==> config.mk <==
export PLATFORM = sky130hd
export DESIGN_NAME = rpt_config_bank
export DESIGN_NICKNAME = d
export VERILOG_FILES = /design/src/logic/rpt_pkg.sv /design/src/logic/rpt_field_reg.sv /design/src/logic/rpt_config_bank.sv
export SDC_FILE = /design/constraint.sdc
export NUM_CORES = 1
export LEC_CHECK = 0
export BUFFER_PORTS_ARGS = -buffer_cell sky130_fd_sc_hd__buf_2
export CELL_PAD_IN_SITES_DETAIL_PLACEMENT = 0
export CELL_PAD_IN_SITES_GLOBAL_PLACEMENT = 1
export CORE_MARGIN = 3
export CORE_UTILIZATION = 40
export DETAILED_ROUTE_END_ITERATION = 12
export PLACE_DENSITY = 0.86
export SKIP_CTS_REPAIR_TIMING = 1
export SLEW_MARGIN = 0
export SYNTH_ARGS = -nofsm -noshare
export SYNTH_HDL_FRONTEND = slang
export SYNTH_SLANG_ARGS = --single-unit
==> constraint.sdc <==
create_clock -name clk_sys_i -period 2.7 [get_ports clk_sys_i]
set_clock_uncertainty 0.05 [all_clocks]
set_input_delay 0.54 -clock clk_sys_i [delete_from_list [all_inputs] [get_ports clk_sys_i]]
set_output_delay 0.54 -clock clk_sys_i [all_outputs]
set_load 0.02 [all_outputs]
==> src/logic/rpt_pkg.sv <==
// constants for the regulator power-train configuration bank
package rpt_pkg;
   localparam int unsigned ADDR_W = 8;
   // ------------------------------------------------------------
   // register offsets
   // ------------------------------------------------------------
   localparam logic [7:0] OFS_MISC_CONTROL = 8'h4C;
   localparam logic [7:0] OFS_ZERO_DETECTOR = 8'h50;
   localparam logic [7:0] OFS_CURRENT_LIMITER = 8'h54;
   localparam logic [7:0] OFS_COMPENSATOR_TRIM = 8'h58;
   localparam logic [7:0] OFS_VOLTAGE_SETTING = 8'h5C;
   // ------------------------------------------------------------
   // writable bit masks and reset values
   // ------------------------------------------------------------
   localparam logic [31:0] MASK_MISC = 32'h377F_FF27;
   localparam logic [31:0] RST_MISC = 32'h0310_7706;
   localparam logic [31:0] MASK_ZDET = 32'h0000_0370;
   localparam logic [31:0] RST_ZDET = 32'h0000_0150;
   localparam logic [31:0] MASK_CLIM = 32'h0000_2300;
   localparam logic [31:0] RST_CLIM = 32'h0000_0100;
   localparam logic [31:0] MASK_COMP = 32'hF730_F1F7;
   localparam logic [31:0] RST_COMP = 32'h5720_4077;
   localparam logic [31:0] MASK_VSET = 32'h0000_7F02;
   localparam logic [31:0] RST_VSET = 32'h0000_7100;
   // ------------------------------------------------------------
   // field positions
   // ------------------------------------------------------------
   localparam int unsigned POS_BIAS = 28;
   localparam int unsigned POS_NOISE_LIMIT = 24;
   localparam int unsigned POS_POWER_LIMIT = 20;
   localparam int unsigned POS_BYP_LEVEL = 16;
   localparam int unsigned POS_NMOS_CNT = 12;
   localparam int unsigned POS_PMOS_CNT = 8;
   localparam int unsigned POS_APPLY_NOW = 5;
   localparam int unsigned POS_HS_THRESH = 2;
   localparam int unsigned POS_HYST_DIS = 1;
   localparam int unsigned POS_FORCE_CONT = 0;
   localparam int unsigned POS_ZDET_BLANK = 8;
   localparam int unsigned POS_REV_THRESH = 4;
   localparam int unsigned POS_BYP_EN = 13;
   localparam int unsigned POS_CLIM_BLANK = 8;
   localparam int unsigned POS_C3 = 28;
   localparam int unsigned POS_C2 = 24;
   localparam int unsigned POS_C1 = 20;
   localparam int unsigned POS_R3 = 12;
   localparam int unsigned POS_R2 = 4;
   localparam int unsigned POS_R1 = 0;
   localparam int unsigned POS_VREF = 8;
   localparam int unsigned POS_ATTEN = 1;
   // ------------------------------------------------------------
   // regulator modes and lock
   // ------------------------------------------------------------
   localparam logic [1:0] MODE_BYPASS = 2'h0;
   localparam logic [1:0] MODE_LOW_NOISE = 2'h1;
   localparam logic [1:0] MODE_LOW_POWER = 2'h2;
   localparam logic [15:0] UNLOCK_KEY = 16'hADE8;
endpackage

==> src/logic/rpt_field_reg.sv <==
// one masked configuration register with reset value and hardware update
`timescale 1ns/1ps
module rpt_field_reg #(
   parameter logic [31:0] MASK = 32'h0,
   parameter logic [31:0] RESET_VALUE = 32'h0
) (
   input wire logic clk_sys_i,
   input wire logic nrst_i,
   input wire logic wr_i,
   input wire logic [31:0] wdata_i,
   input wire logic hw_wr_i,
   input wire logic [31:0] hw_mask_i,
   input wire logic [31:0] hw_data_i,
   output logic [31:0] value_o
);
   logic [31:0] value;
   logic [31:0] next_value;

   always_comb begin
      next_value = value;
      if (wr_i) begin
         next_value = wdata_i & MASK;
      end
      if (hw_wr_i) begin
         next_value = (next_value & ~hw_mask_i) | (hw_data_i & hw_mask_i & MASK);
      end
   end

   always_ff @(posedge clk_sys_i) begin
      if (!nrst_i) begin
         value <= RESET_VALUE;
      end else begin
         value <= next_value;
      end
   end

   assign value_o = value;
endmodule

==> src/logic/rpt_config_bank.sv <==
// register bank that configures the switching regulator power train
// How it works
// two-bit low-power comparator bias select, reset zero, codes rise with load
// enabled pmos switches equal programmed count plus one, field resets to seven
// apply-now bit lets forced conduction change while running, else set before enable
// forced conduction in low noise: zero-crossing detect, continuous, threshold ignored
// low power mode always uses zero-crossing detection
// high-side threshold and hysteresis disable reset to one, keep them one
// bypass limit enable caps input current in bypass mode, resets zero
// software clears bypass limit once supply reaches main voltage
// limiter blank delay resets to one, software leaves it alone
// compensator cap3 trim is four bits at top, reset five
// compensator res2 trim is five bits at 8:4, reset seven
// reference trim seven bits reset 0x71, hardware may update it
// reference trim with attenuation sets low noise output
// software writes zero to reserved bits
// fields reset on power-on, pin and brownout resets
// attenuation resets zero: zero is one third, one is one sixth
// bank ignores bus writes while lock_engaged_i is set; the lock input comes from outside the bank
// reserved bits read as zero
`timescale 1ns/1ps
module rpt_config_bank
   import rpt_pkg::*;
(
   input wire logic clk_sys_i,
   input wire logic nrst_i,
   input wire logic [ADDR_W-1:0] addr_i,
   input wire logic [31:0] wdata_i,
   input wire logic wr_i,
   input wire logic rd_i,
   output logic [31:0] rdata_o,
   input wire logic lock_engaged_i,
   input wire logic [1:0] regulator_mode_i,
   input wire logic regulator_running_i,
   input wire logic vref_update_i,
   input wire logic [6:0] vref_update_value_i,
   output logic [1:0] lp_comparator_bias_select_o,
   output logic [2:0] low_noise_current_limit_level_o,
   output logic [2:0] low_power_current_limit_level_o,
   output logic [3:0] bypass_current_limit_level_o,
   output logic [4:0] nmos_switches_enabled_o,
   output logic [4:0] pmos_switches_enabled_o,
   output logic continuous_conduction_o,
   output logic zero_crossing_detect_o,
   output logic [2:0] reverse_current_threshold_o,
   output logic comparator_high_side_threshold_o,
   output logic state_machine_hysteresis_disable_o,
   output logic [1:0] zero_detector_blank_delay_o,
   output logic bypass_current_limit_active_o,
   output logic [1:0] limiter_blank_delay_o,
   output logic [3:0] compensator_cap3_trim_o,
   output logic [2:0] compensator_cap2_trim_o,
   output logic [1:0] compensator_cap1_trim_o,
   output logic [3:0] compensator_res3_trim_o,
   output logic [4:0] compensator_res2_trim_o,
   output logic [2:0] compensator_res1_trim_o,
   output logic [6:0] low_noise_reference_trim_o,
   output logic low_noise_feedback_attenuation_o
);
   // ------------------------------------------------------------
   // address decode
   // ------------------------------------------------------------
   localparam int unsigned NREG = 5;
   localparam logic [31:0] MASKS [NREG] = '{MASK_MISC, MASK_ZDET, MASK_CLIM, MASK_COMP,
      MASK_VSET};
   localparam logic [31:0] RSTS [NREG] = '{RST_MISC, RST_ZDET, RST_CLIM, RST_COMP, RST_VSET};

   function automatic logic [2:0] reg_index(input logic [ADDR_W-1:0] a);
      if (a == OFS_MISC_CONTROL) begin
         reg_index = 3'h0;
      end else if (a == OFS_ZERO_DETECTOR) begin
         reg_index = 3'h1;
      end else if (a == OFS_CURRENT_LIMITER) begin
         reg_index = 3'h2;
      end else if (a == OFS_COMPENSATOR_TRIM) begin
         reg_index = 3'h3;
      end else if (a == OFS_VOLTAGE_SETTING) begin
         reg_index = 3'h4;
      end else begin
         reg_index = 3'h7;
      end
   endfunction

   logic [31:0] value [NREG];
   logic [2:0] wr_index;

   always_comb begin
      wr_index = reg_index(addr_i);
   end

   // ------------------------------------------------------------
   // register storage
   // ------------------------------------------------------------
   genvar gi;
   generate
      for (gi = 0; gi < NREG; gi++) begin : g_reg
         localparam logic [2:0] IDX = 3'(gi);
         logic reg_wr;
         logic hw_wr;
         assign reg_wr = wr_i && !lock_engaged_i && (wr_index == IDX);
         assign hw_wr = (IDX == 3'h4) && vref_update_i;
         rpt_field_reg #(
            .MASK(MASKS[gi]),
            .RESET_VALUE(RSTS[gi])
         ) u_reg (
            .clk_sys_i(clk_sys_i),
            .nrst_i(nrst_i),
            .wr_i(reg_wr),
            .wdata_i(wdata_i),
            .hw_wr_i(hw_wr),
            .hw_mask_i(32'h0000_7F00),
            .hw_data_i({17'h0, vref_update_value_i, 8'h0}),
            .value_o(value[gi])
         );
      end
   endgenerate

   // ------------------------------------------------------------
   // forced conduction taken at enable unless apply-now is set
   // ------------------------------------------------------------
   logic forced_active;
   logic next_forced_active;
   logic running_q;
   logic next_running_q;

   always_comb begin
      next_running_q = regulator_running_i;
      next_forced_active = forced_active;
      if (!regulator_running_i || !running_q || value[0][POS_APPLY_NOW]) begin
         next_forced_active = value[0][POS_FORCE_CONT];
      end
   end

   always_ff @(posedge clk_sys_i) begin
      if (!nrst_i) begin
         forced_active <= 1'b0;
         running_q <= 1'b0;
      end else begin
         forced_active <= next_forced_active;
         running_q <= next_running_q;
      end
   end

   // ------------------------------------------------------------
   // output and read data registers
   // ------------------------------------------------------------
   logic [31:0] next_rdata;
   logic next_cont;
   logic next_zcd;
   logic [2:0] next_rev;
   logic next_byp_active;
   logic [2:0] rd_index;

   always_comb begin
      rd_index = reg_index(addr_i);
      next_rdata = 32'h0;
      if (rd_i && rd_index != 3'h7) begin
         next_rdata = value[rd_index];
      end
      next_cont = (regulator_mode_i == MODE_LOW_NOISE) && forced_active;
      next_zcd = (regulator_mode_i == MODE_LOW_POWER) || next_cont;
      next_rev = next_cont ? 3'h0 : value[1][POS_REV_THRESH +: 3];
      next_byp_active = (regulator_mode_i == MODE_BYPASS) && value[2][POS_BYP_EN];
   end

   always_ff @(posedge clk_sys_i) begin
      if (!nrst_i) begin
         rdata_o <= 32'h0;
         lp_comparator_bias_select_o <= 2'h0;
         low_noise_current_limit_level_o <= 3'h0;
         low_power_current_limit_level_o <= 3'h0;
         bypass_current_limit_level_o <= 4'h0;
         nmos_switches_enabled_o <= 5'h0;
         pmos_switches_enabled_o <= 5'h0;
         continuous_conduction_o <= 1'b0;
         zero_crossing_detect_o <= 1'b0;
         reverse_current_threshold_o <= 3'h0;
         comparator_high_side_threshold_o <= 1'b0;
         state_machine_hysteresis_disable_o <= 1'b0;
         zero_detector_blank_delay_o <= 2'h0;
         bypass_current_limit_active_o <= 1'b0;
         limiter_blank_delay_o <= 2'h0;
         compensator_cap3_trim_o <= 4'h0;
         compensator_cap2_trim_o <= 3'h0;
         compensator_cap1_trim_o <= 2'h0;
         compensator_res3_trim_o <= 4'h0;
         compensator_res2_trim_o <= 5'h0;
         compensator_res1_trim_o <= 3'h0;
         low_noise_reference_trim_o <= 7'h0;
         low_noise_feedback_attenuation_o <= 1'b0;
      end else begin
         rdata_o <= next_rdata;
         lp_comparator_bias_select_o <= value[0][POS_BIAS +: 2];
         low_noise_current_limit_level_o <= value[0][POS_NOISE_LIMIT +: 3];
         low_power_current_limit_level_o <= value[0][POS_POWER_LIMIT +: 3];
         bypass_current_limit_level_o <= value[0][POS_BYP_LEVEL +: 4];
         nmos_switches_enabled_o <= {1'b0, value[0][POS_NMOS_CNT +: 4]} + 5'h1;
         pmos_switches_enabled_o <= {1'b0, value[0][POS_PMOS_CNT +: 4]} + 5'h1;
         continuous_conduction_o <= next_cont;
         zero_crossing_detect_o <= next_zcd;
         reverse_current_threshold_o <= next_rev;
         comparator_high_side_threshold_o <= value[0][POS_HS_THRESH];
         state_machine_hysteresis_disable_o <= value[0][POS_HYST_DIS];
         zero_detector_blank_delay_o <= value[1][POS_ZDET_BLANK +: 2];
         bypass_current_limit_active_o <= next_byp_active;
         limiter_blank_delay_o <= value[2][POS_CLIM_BLANK +: 2];
         compensator_cap3_trim_o <= value[3][POS_C3 +: 4];
         compensator_cap2_trim_o <= value[3][POS_C2 +: 3];
         compensator_cap1_trim_o <= value[3][POS_C1 +: 2];
         compensator_res3_trim_o <= value[3][POS_R3 +: 4];
         compensator_res2_trim_o <= value[3][POS_R2 +: 5];
         compensator_res1_trim_o <= value[3][POS_R1 +: 3];
         low_noise_reference_trim_o <= value[4][POS_VREF +: 7];
         low_noise_feedback_attenuation_o <= value[4][POS_ATTEN];
      end
   end
endmodule

# Word level (Yosys, flattened, before mapping)
# Index checks and enable logic that the tools add are counted.
# word_totals
register_bits	182
wordCells	79
input_bits	56
output_inout_bits	95
# op_classes
n_addsub	2
n_eq_ne	12
n_lt_le_gt_ge	1
mux	10
bitwise	3
n_reduce_logical	20
# ops
operator	count
two-way mux 32 bit	4
binary-select mux 32 bit (select 3 bit)	1
equality test 8 x 7 -> 1 bit, second input constant	5
bitwise OR 32 x 15 -> 32 bit	1
two-way mux 3 bit	4
adder 4 x 1 -> 5 bit, second input constant	2
logical AND 1 bit	9
equality test 3 x 2 -> 1 bit, second input constant	2
>= comparator 4 bit, second input constant	1
NOT 3 -> 4 bit	1
equality test 3 x 1 -> 1 bit, second input constant	1
equality test 3 bit, second input constant	1
zero test 1 bit	3
zero test 3 bit	1
logical OR 1 bit	3
inequality test 3 bit, second input constant	1
equality test 2 x 1 -> 1 bit, second input constant	1
equality test 2 bit, second input constant	1
zero test 2 bit	1
two-way mux 2 bit	1
AND reduction 2 bit	1
nonzero test 2 bit	1
OR reduction 2 bit	1
NOT 1 bit	1

# Logic depth before layout (Yosys ltp)
# Gate-level depths: netlist of run 1.
# depth
depth_word	11
depth_mapped	8
ltp_nobuf	5

# Hierarchy
# From an unflattened synthesis of run 1, not the netlist that was laid out.
# hier_totals
hier_cells	1037
area_unflattened_um2	10526.3
# by_module_without_submodules
mod	seq_area_each_um2	instances	area_per_inst_um2	cells_per_inst
rpt_config_bank	1941.9	1	4132.7	382
rpt_field_reg at g_reg[0].u_reg	640.6	1	1516.5	157
rpt_field_reg at g_reg[3].u_reg	640.6	1	1463.9	151
rpt_field_reg at g_reg[4].u_reg	640.6	1	1188.6	121
rpt_field_reg at g_reg[1].u_reg	640.6	1	1142.3	115
rpt_field_reg at g_reg[2].u_reg	640.6	1	1082.3	111

# Worst setup path after synthesis of run 1
# OpenSTA, ideal clock, no wires.
# synth_timing
path_type	in2reg
from	in addr_i[1]
to	reg g_reg[4].u_reg.value[12]
setup_ps	129
stages	5
slack_ps	589
arrival_time_ps	1931
required_time_ps	2521
path_cell_list	or2_1 nor4_4 mux2_2 mux2i_1 nand2_1
# synth_between
elab_chain_len	9
word_cells_on_any_way	13
classes_between	eq/ne (6); mux (5); reduce/logical (2)
# synth_lines
item	line	source
start: declaration	rpt_config_bank.sv:27	input wire logic [ADDR_W-1:0] addr_i,
equality test 8 x 7 -> 1 bit	rpt_config_bank.sv:77	end else if (a == OFS_VOLTAGE_SETTING) begin
two-way mux 2 bit	rpt_config_bank.sv:77	
two-way mux 3 bit	rpt_config_bank.sv:75	end else if (a == OFS_COMPENSATOR_TRIM) begin
two-way mux 3 bit	rpt_config_bank.sv:73	end else if (a == OFS_CURRENT_LIMITER) begin
two-way mux 3 bit	rpt_config_bank.sv:71	end else if (a == OFS_ZERO_DETECTOR) begin
two-way mux 3 bit *	rpt_config_bank.sv:69	if (a == OFS_MISC_CONTROL) begin
equality test 3 bit *	rpt_config_bank.sv:100	assign reg_wr = wr_i && !lock_engaged_i && (wr_index == IDX);
logical AND 1 bit *	rpt_config_bank.sv:100	
nonzero test 2 bit (no line) *	-	
end signal: assignment	rpt_field_reg.sv:33	value <= next_value;
end: declaration	rpt_field_reg.sv:16	logic [31:0] value;
# Mark *: on every way between the ends. The rest lies on a longest branch, timed or not.
# A chain may end at the register's enable or synchronous reset.

# Final worst setup path of run 1
# layout_timing
from	in addr_i[5]
to	reg rdata_o[27]
# layout_between
elab_chain_len	10
word_cells_on_any_way	17
classes_between	eq/ne (6); mux (8); bitwise (1); reduce/logical (2)
# layout_lines
item	line	source
equality test 8 x 7 -> 1 bit	rpt_config_bank.sv:77	
two-way mux 2 bit	rpt_config_bank.sv:77	
two-way mux 3 bit	rpt_config_bank.sv:75	
two-way mux 3 bit	rpt_config_bank.sv:73	
two-way mux 3 bit	rpt_config_bank.sv:71	
two-way mux 3 bit *	rpt_config_bank.sv:69	
NOT 3 -> 4 bit (implied by the code)	rpt_config_bank.sv:158	next_rdata = value[rd_index];
binary-select mux 32 bit (select 3 bit)	rpt_config_bank.sv:158	
two-way mux 32 bit (implied by the code) (2 in a row)	rpt_config_bank.sv:158	
end signal: assignment	rpt_config_bank.sv:192	rdata_o <= next_rdata;
end: declaration	rpt_config_bank.sv:31	output logic [31:0] rdata_o,
# Mark *: on every way between the ends. The rest lies on a longest branch, timed or not. The select of a mux whose other input is x is not followed.

==> run_results.csv, run 1 <==
group,metric,value,unit
power,powerDensity,688,nW/um^2
synthesis,synth_compound_gate_area_share,6.52,%
cts,max-clock-path-buffers,2,
drt,drt_first_pass_iters,5,
floorplanning,floorplan.rows,44,
critical_path,critical_path.cell_chain,"buf_2 > or3b_2 > nor2_1 > and3_1 > nor2b_1 > and2_1",
sta,fin_crit_sh,70.4,%
floorplanning,die_x,130,um
synthesis,synth_fp_nets,700,
power,vdd_drop_max,0.394,mV
power,p_clk_share,43.8,%
global_routing,globalRoute.busiestLayer,"met2",
power,total_leakage_power,3.45,nW
global_routing,global_route_wire_length_before_repair,24700,um
synthesis,synth_largest_type_area_fraction,59.0,%
global_routing,grt_antenna_before_repair,0,
synthesis,synth_mux_area_share,6.14,%
drt,postRouteAntennaNets,0,
synthesis,synth.distinct_cells,41,
critical_path,cpMaxStageDelayCell,"sky130_fd_sc_hd__or3b_2",
drt,drcViolationCount,0,
sta,post-route-min-period,1900,ps
power,power.net_switching,1.28,mW
global_routing,global_route.overflow_total,0,
floorplanning,start_util,41.7,%
final_layout,sequential_cell_area,3640,um^2
cts,tritoncts.num_buffers,17,
global_routing,grt_use_met1,24.3,%
critical_path,crit_required,3030,ps
sta,slew_headroom,38.4,%
sta,setup-tns-final,0,ps
critical_path,timing.setup.critical_path_class,"input port to register",
sta,tightestPinTransition,922,ps
drt,detail_route.wl_per_cell,16.0,um
synthesis,synth_enable_flop_cells,0,
cts,clk_latency,430,ps
sta,final-max-slew-violation-count,0,
synthesis,synth.largest_area_cell,"sky130_fd_sc_hd__dfxtp_1",
synthesis,yosysSeqAreaShare,59.0,%
cts,cts.sink_count,182,
synthesis,ys_ff_latch,182,
global_routing,pin_count_of_the_biggest_net_entering_global_routing,48,
synthesis,mapped_area,6180,um^2
synthesis,post_synth_xor_area_fraction,0.567,%
final_layout,final_net_count,845,
synthesis,syn_avg_cell_area,9.62,um^2
floorplanning,die-height,130,um
global_routing,number_of_global_route_vias_before_repair,4892,
sta,fmax,526,MHz
critical_path,crit_path_start_kind,"input port",
floorplanning,dieArea,17000,um^2
synthesis,synth-main-ff-cell,"sky130_fd_sc_hd__dfxtp_1",
power,share_of_total_power_in_combinational_logic,4.7,%
global_routing,grt_use_met3,5.44,%
cts,cts_htree_levels,4,
sta,final_hold_viol_count,0,
final_layout,multi_input_comb_area,2380,um^2
synthesis,main_combinational_cell_family_by_area_after_synthesis,"simple AND/OR/NAND/NOR gates",
critical_path,largest_stage_delay_worst_path,510,ps
final_layout,layout.filler_cells,1342,
global_routing,grtUsageMet2,30.4,%
synthesis,synth_async_sr_flop_share,0,%
cts,cts_root_buf,"sky130_fd_sc_hd__clkbuf_16",
critical_path,critPathArrivalTime,2230,ps
drt,route.vias.total,4901,
critical_path,cp-end-kind,"register",
placed_design,post_placement_cell_area,7160,um^2
placed_design,finalWeightedCongestion,0.862,
floorplanning,core_area,14800,um^2
final_layout,layout.cell_area.non_filler,7720,um^2
run,cap_violations,0,
drt,routed_wl,15700,um
synthesis,yosys_warnings,0,
power,p_int,4.03,mW
synthesis,yosys-top-cells-area,"sky130_fd_sc_hd__dfxtp_1, sky130_fd_sc_hd__and2_1, sky130_fd_sc_hd__nand2_1",
placed_design,dp_hpwl,11100,um
final_layout,drive_gt1_share,26.5,%
cts,tritoncts,"built",
critical_path,crit_path_max_fanout,6,
final_layout,insertedDiodeCount,0,
cts,clk_pin_slew_worst_paths,70,ps
run_status,outcome,"finished clean",
global_routing,globalRouteTotalUtil,18.9,%
sta,final.setup.worst_slack,799,ps
sta,setup_repair_after_global_routing_missed_its_margin,"false",
drt,viasPerCell,4.98,
synthesis,post_synth_and_or_nand_nor_area_fraction,24.7,%
floorplanning,ios,151,
power,power.sequential.fraction,51.4,%
power,net_switching_fraction_of_the_power,24.1,%
hold_path,min-delay-path-class,"input port to register",
placed_design,place.port_buffers,147,
placed_design,placement.setup.worst_slack,368,ps
drt,dr.first_iter.drc_count,299,
sta,timing.final.setup_violations,0,
synthesis,post_synth_fa_ha_maj_area_fraction,0.405,%
final_layout,syn_to_final_growth,25.0,%
synthesis,synthesis.instances,642,
-- layer usage --
metal | up-vias | wire length, um
li1 | 2411 | -
met1 | 2301 | 6880
met2 | 167 | 7400
met3 | 22 | 1140
met4 | 0 | 288
met5 | - | 0
-- kinds of logic after synthesis --
kind of cell	after synthesis
muxes	37
adders and majority gates	2
buffers and inverters	41
and+or+nand+nor	307
xor gates and xnor gates	4
AOI/OAI and AO/OA	69
DFF	182
-- worst paths after layout --
kind                              start                             to  slack [ps]  cells past startpoint
max                           addr_i[5]                    rdata_o[27]         800                      6
min                 regulator_mode_i[0]  bypass_current_limit_active_o         250                      2
max reg2reg   g_reg[0].u_reg.value_o[8]                     rdata_o[8]        1460                      4
min reg2reg  g_reg[4].u_reg.value_o[23]                    rdata_o[23]         400                      1
-- cell usage after synthesis (4+ instances only) --
library cell / instances
sky130_fd_sc_hd__mux2_2: 7
sky130_fd_sc_hd__and2_1: 78
sky130_fd_sc_hd__nor2b_1: 4
sky130_fd_sc_hd__nand3_1: 30
sky130_fd_sc_hd__and3_1: 8
sky130_fd_sc_hd__nand2_1: 107
sky130_fd_sc_hd__a22oi_1: 9
sky130_fd_sc_hd__clkbuf_1: 26
sky130_fd_sc_hd__nand2b_1: 5
sky130_fd_sc_hd__mux2i_1: 30
sky130_fd_sc_hd__buf_2: 8
sky130_fd_sc_hd__a21oi_1: 40
sky130_fd_sc_hd__o21ai_0: 8
sky130_fd_sc_hd__a32oi_1: 5
sky130_fd_sc_hd__nor2_1: 59
sky130_fd_sc_hd__dfxtp_1: 182
-- stage by stage --
stage / power [mW] / std cells / utilization, % / hold WS, ps
after floorplan: 2.93 / 642 / - / 371
after global placement: 3.04 / 952 / 48.3 / 384
after detailed placement: 3.04 / 952 / 48.3 / 393
after CTS: 5.36 / 984 / 52.1 / 236
after global routing: 5.50 / 984 / 52.1 / 242
final: 5.31 / 984 / 52.1 / 251
-- critical path: cells and delay by family --
kind,cells,cell delay [ps]
AND/OR/NAND/NOR,5,1570
buffers and inverters,1,120
-- power by group through the flow --
| stage | combinational [mW] | clock (mW) | sequential, mW |
|---|---|---|---|
| after floorplan | 0.105 | 0 | 2.83 |
| after global placement | 0.249 | 0 | 2.79 |
| after detailed placement | 0.251 | 0 | 2.79 |
| after CTS | 0.252 | 2.38 | 2.73 |
| after global routing | 0.273 | 2.49 | 2.73 |
| final | 0.251 | 2.33 | 2.73 |
-- state kept, by name, summed over array words and instances (netlist names), 3 cells and up, named ones only --
| name | cells |
|---|---|
| low_power_current_limit_level_o | 3 |
| rdata_o | 32 |
| compensator_cap3_trim_o | 4 |
| low_noise_reference_trim_o | 7 |
| pmos_switches_enabled_o | 5 |
| compensator_cap2_trim_o | 3 |
| g.u_reg.value_o | 84 |
| compensator_res2_trim_o | 5 |
| nmos_switches_enabled_o | 5 |
| low_noise_current_limit_level_o | 3 |
| bypass_current_limit_level_o | 4 |
| reverse_current_threshold_o | 3 |
| compensator_res1_trim_o | 3 |
| compensator_res3_trim_o | 4 |
-- cell type report --
class                           instances  area share [%]
Sequential cell                       182            47.2
Multi-Input combinational cell        419            30.8
Timing Repair Buffer                  164            11.5
Clock buffer                           17            5.51
Tap cell                              184            2.98
Clock inverter                         15            1.83
Inverter                                3           0.146
-- cells in the final DEF, fill, tap and decap left out, drive strengths merged, types with 4 or more instances in the layout --
cell / n
a21oi: 40
a22oi: 9
a32oi: 5
and2: 78
and3: 8
buf: 164
clkbuf: 17
clkinv: 6
dfxtp: 182
inv: 11
mux2: 7
mux2i: 30
nand2: 107
nand2b: 5
nand3: 30
nor2: 59
nor2b: 4
o21ai: 9
No activity file was read; power rests on OpenSTA's default activity.
==> inputs of run 2 (changes only) <==
- clock period: 2.7 -> 1.9 ns (I/O delays scaled with it)
==> run_results.csv, run 2 (synthesis gave the netlist of run 1 again) <==
group,metric,value,unit
run_status,outcome,"finished clean",
final_layout,multi_input_comb_area,2390,um^2
critical_path,worst_setup_path_startpoint,"addr_i[5]",
final_layout,syn_to_final_growth,27.7,%
sta,tightestPinTransition,947,ps
final_layout,layout.filler_cells,1318,
cts,cts_htree_levels,4,
drt,viasPerCell,4.92,
sta,fin_crit_sh,87.1,%
cts,cts_root_buf,"sky130_fd_sc_hd__clkbuf_16",
critical_path,cpMaxStageDelayCell,"sky130_fd_sc_hd__or3b_2",
global_routing,globalRouteTotalUtil,19.2,%
drt,routed_wl,15900,um
floorplanning,core_area,14800,um^2
cts,clk_pin_slew_worst_paths,70,ps
final_layout,sequential_cell_area,3640,um^2
global_routing,grt_antenna_before_repair,0,
global_routing,pin_count_of_the_biggest_net_entering_global_routing,48,
drt,detail_route.wl_per_cell,15.8,um
critical_path,cp-end-kind,"register",
cts,tritoncts.num_buffers,17,
placed_design,dp_hpwl,11100,um
final_layout,final_net_count,863,
sta,fmax,604,MHz
run,cap_violations,0,
global_routing,global_route.overflow_total,0,
placed_design,place.port_buffers,147,
critical_path,largest_stage_delay_worst_path,510,ps
placed_design,placed_cells,970,
critical_path,crit_path_start_kind,"input port",
critical_path,crit-reg2reg-launch,"g_reg[0].u_reg.value_o[13]",
final_layout,drive_gt1_share,28.1,%
sta,final.setup.worst_slack,245,ps
global_routing,number_of_global_route_vias_before_repair,4759,
floorplanning,start_util,41.7,%
placed_design,finalWeightedCongestion,0.860,
critical_path,crit_required,2230,ps
critical_path,timing.setup.critical_path_class,"input port to register",
sta,final-max-slew-violation-count,0,
power,total_leakage_power,3.55,nW
sta,slew_headroom,36.8,%
drt,dr.first_iter.drc_count,309,
drt,drt_first_pass_iters,4,
placed_design,placement.setup.worst_slack,-184,ps
cts,cts.sink_count,182,
final_layout,layout.core_utilization,53.3,%
global_routing,global_route_wire_length_before_repair,25000,um
sta,setup-tns-final,0,ps
critical_path,crit_path_max_fanout,3,
floorplanning,dieArea,17000,um^2
sta,timing.final.setup_violations,0,
power,vdd_drop_max,0.590,mV
floorplanning,ios,151,
sta,final_hold_viol_count,0,
floorplanning,die_x,130,um
cts,max-clock-path-buffers,2,
drt,postRouteAntennaNets,0,
drt,drcViolationCount,0,
final_layout,largest_reg_flops,84,
floorplanning,die-height,130,um
cts,clk_latency,430,ps
final_layout,insertedDiodeCount,0,
power,powerDensity,957,nW/um^2
sta,setup_repair_after_global_routing_missed_its_margin,"false",
final_layout,mostFrequentLayoutCell,"sky130_fd_sc_hd__dfxtp_1",
floorplanning,floorplan.rows,44,
hold_path,min-delay-path-class,"input port to register",
drt,route.vias.total,4926,
final_layout,mostFrequentLayoutCells,"sky130_fd_sc_hd__dfxtp_1, sky130_fd_sc_hd__buf_2, sky130_fd_sc_hd__nand2_1",
critical_path,critPathArrivalTime,1980,ps
critical_path,critical_path.cell_chain,"buf_2 > or3b_2 > nor2_1 > and3_1 > nor2b_1 > and2_1",
cts,tritoncts,"built",
hold_path,hold_start,"regulator_mode_i[1]",
sta,post-route-min-period,1650,ps
final_layout,count_of_placed_standard_cells_in_the_final_layout_fillers_left_out,1002,
[run 2: changes by cell type in the layout (fill, tap and decap cells not counted), moves of 2 or more]
cell / before / now
sky130_fd_sc_hd__clkinvlp_4: 1 / 3
sky130_fd_sc_hd__buf_4: 15 / 30
sky130_fd_sc_hd__buf_12: 2 / 5
sky130_fd_sc_hd__clkinv_4: 4 / 2
[run 2: worst paths after layout]
kind	slack (ps)	to	cells after the start
max	250	rdata_o[23]	6
min	90	bypass_current_limit_active_o	2
max reg2reg	670	rdata_o[13]	4
min reg2reg	410	g_reg[4].u_reg.value_o[21]	1
[run 2: power by group]
| part | internal (mW) | switching (mW) |
|---|---|---|
| logic | 0.146 | 0.228 |
| registers | 3.86 | 0.0181 |
| clock network | 1.75 | 1.55 |
[run 2: worst max-delay path: cells and delay by family]
| family | cells | cell delay [ps] |
|---|---|---|
| AND/OR/NAND/NOR | 5 | 1490 |
| buffers and inverters | 1 | 110 |
[run 2: cell type report]
cell class                 count  share of cell area [%]
timing repair buffer         182                    13.4
inverter                       3                   0.143
clock buffer                  19                    5.61
multi-input combinational    419                    30.3
sequential                   182                    46.2
clock inverter                13                    1.41
tap                          184                    2.92
[run 2: per-stage QoR]
stage,area [um^2],hold slack [ps],total power [mW]
4_1_cts,7890,75.0,7.61
2_1_floorplan,6180,371,4.17
5_1_grt,7890,85.3,7.84
3_5_place_dp,7330,395,4.35
3_3_place_gp,7330,384,4.34
6_report,7890,94.2,7.55
[run 2: per-layer routing]
metal	vias up	routed length [um]	part of all wire (%)	track usage, %
li1	2444	-	-	-
met1	2290	7070	45	25.3
met2	167	7490	47	30.8
met3	25	1030	6.5	5.03
met4	0	285	1.8	6.42
met5	-	0	0	0
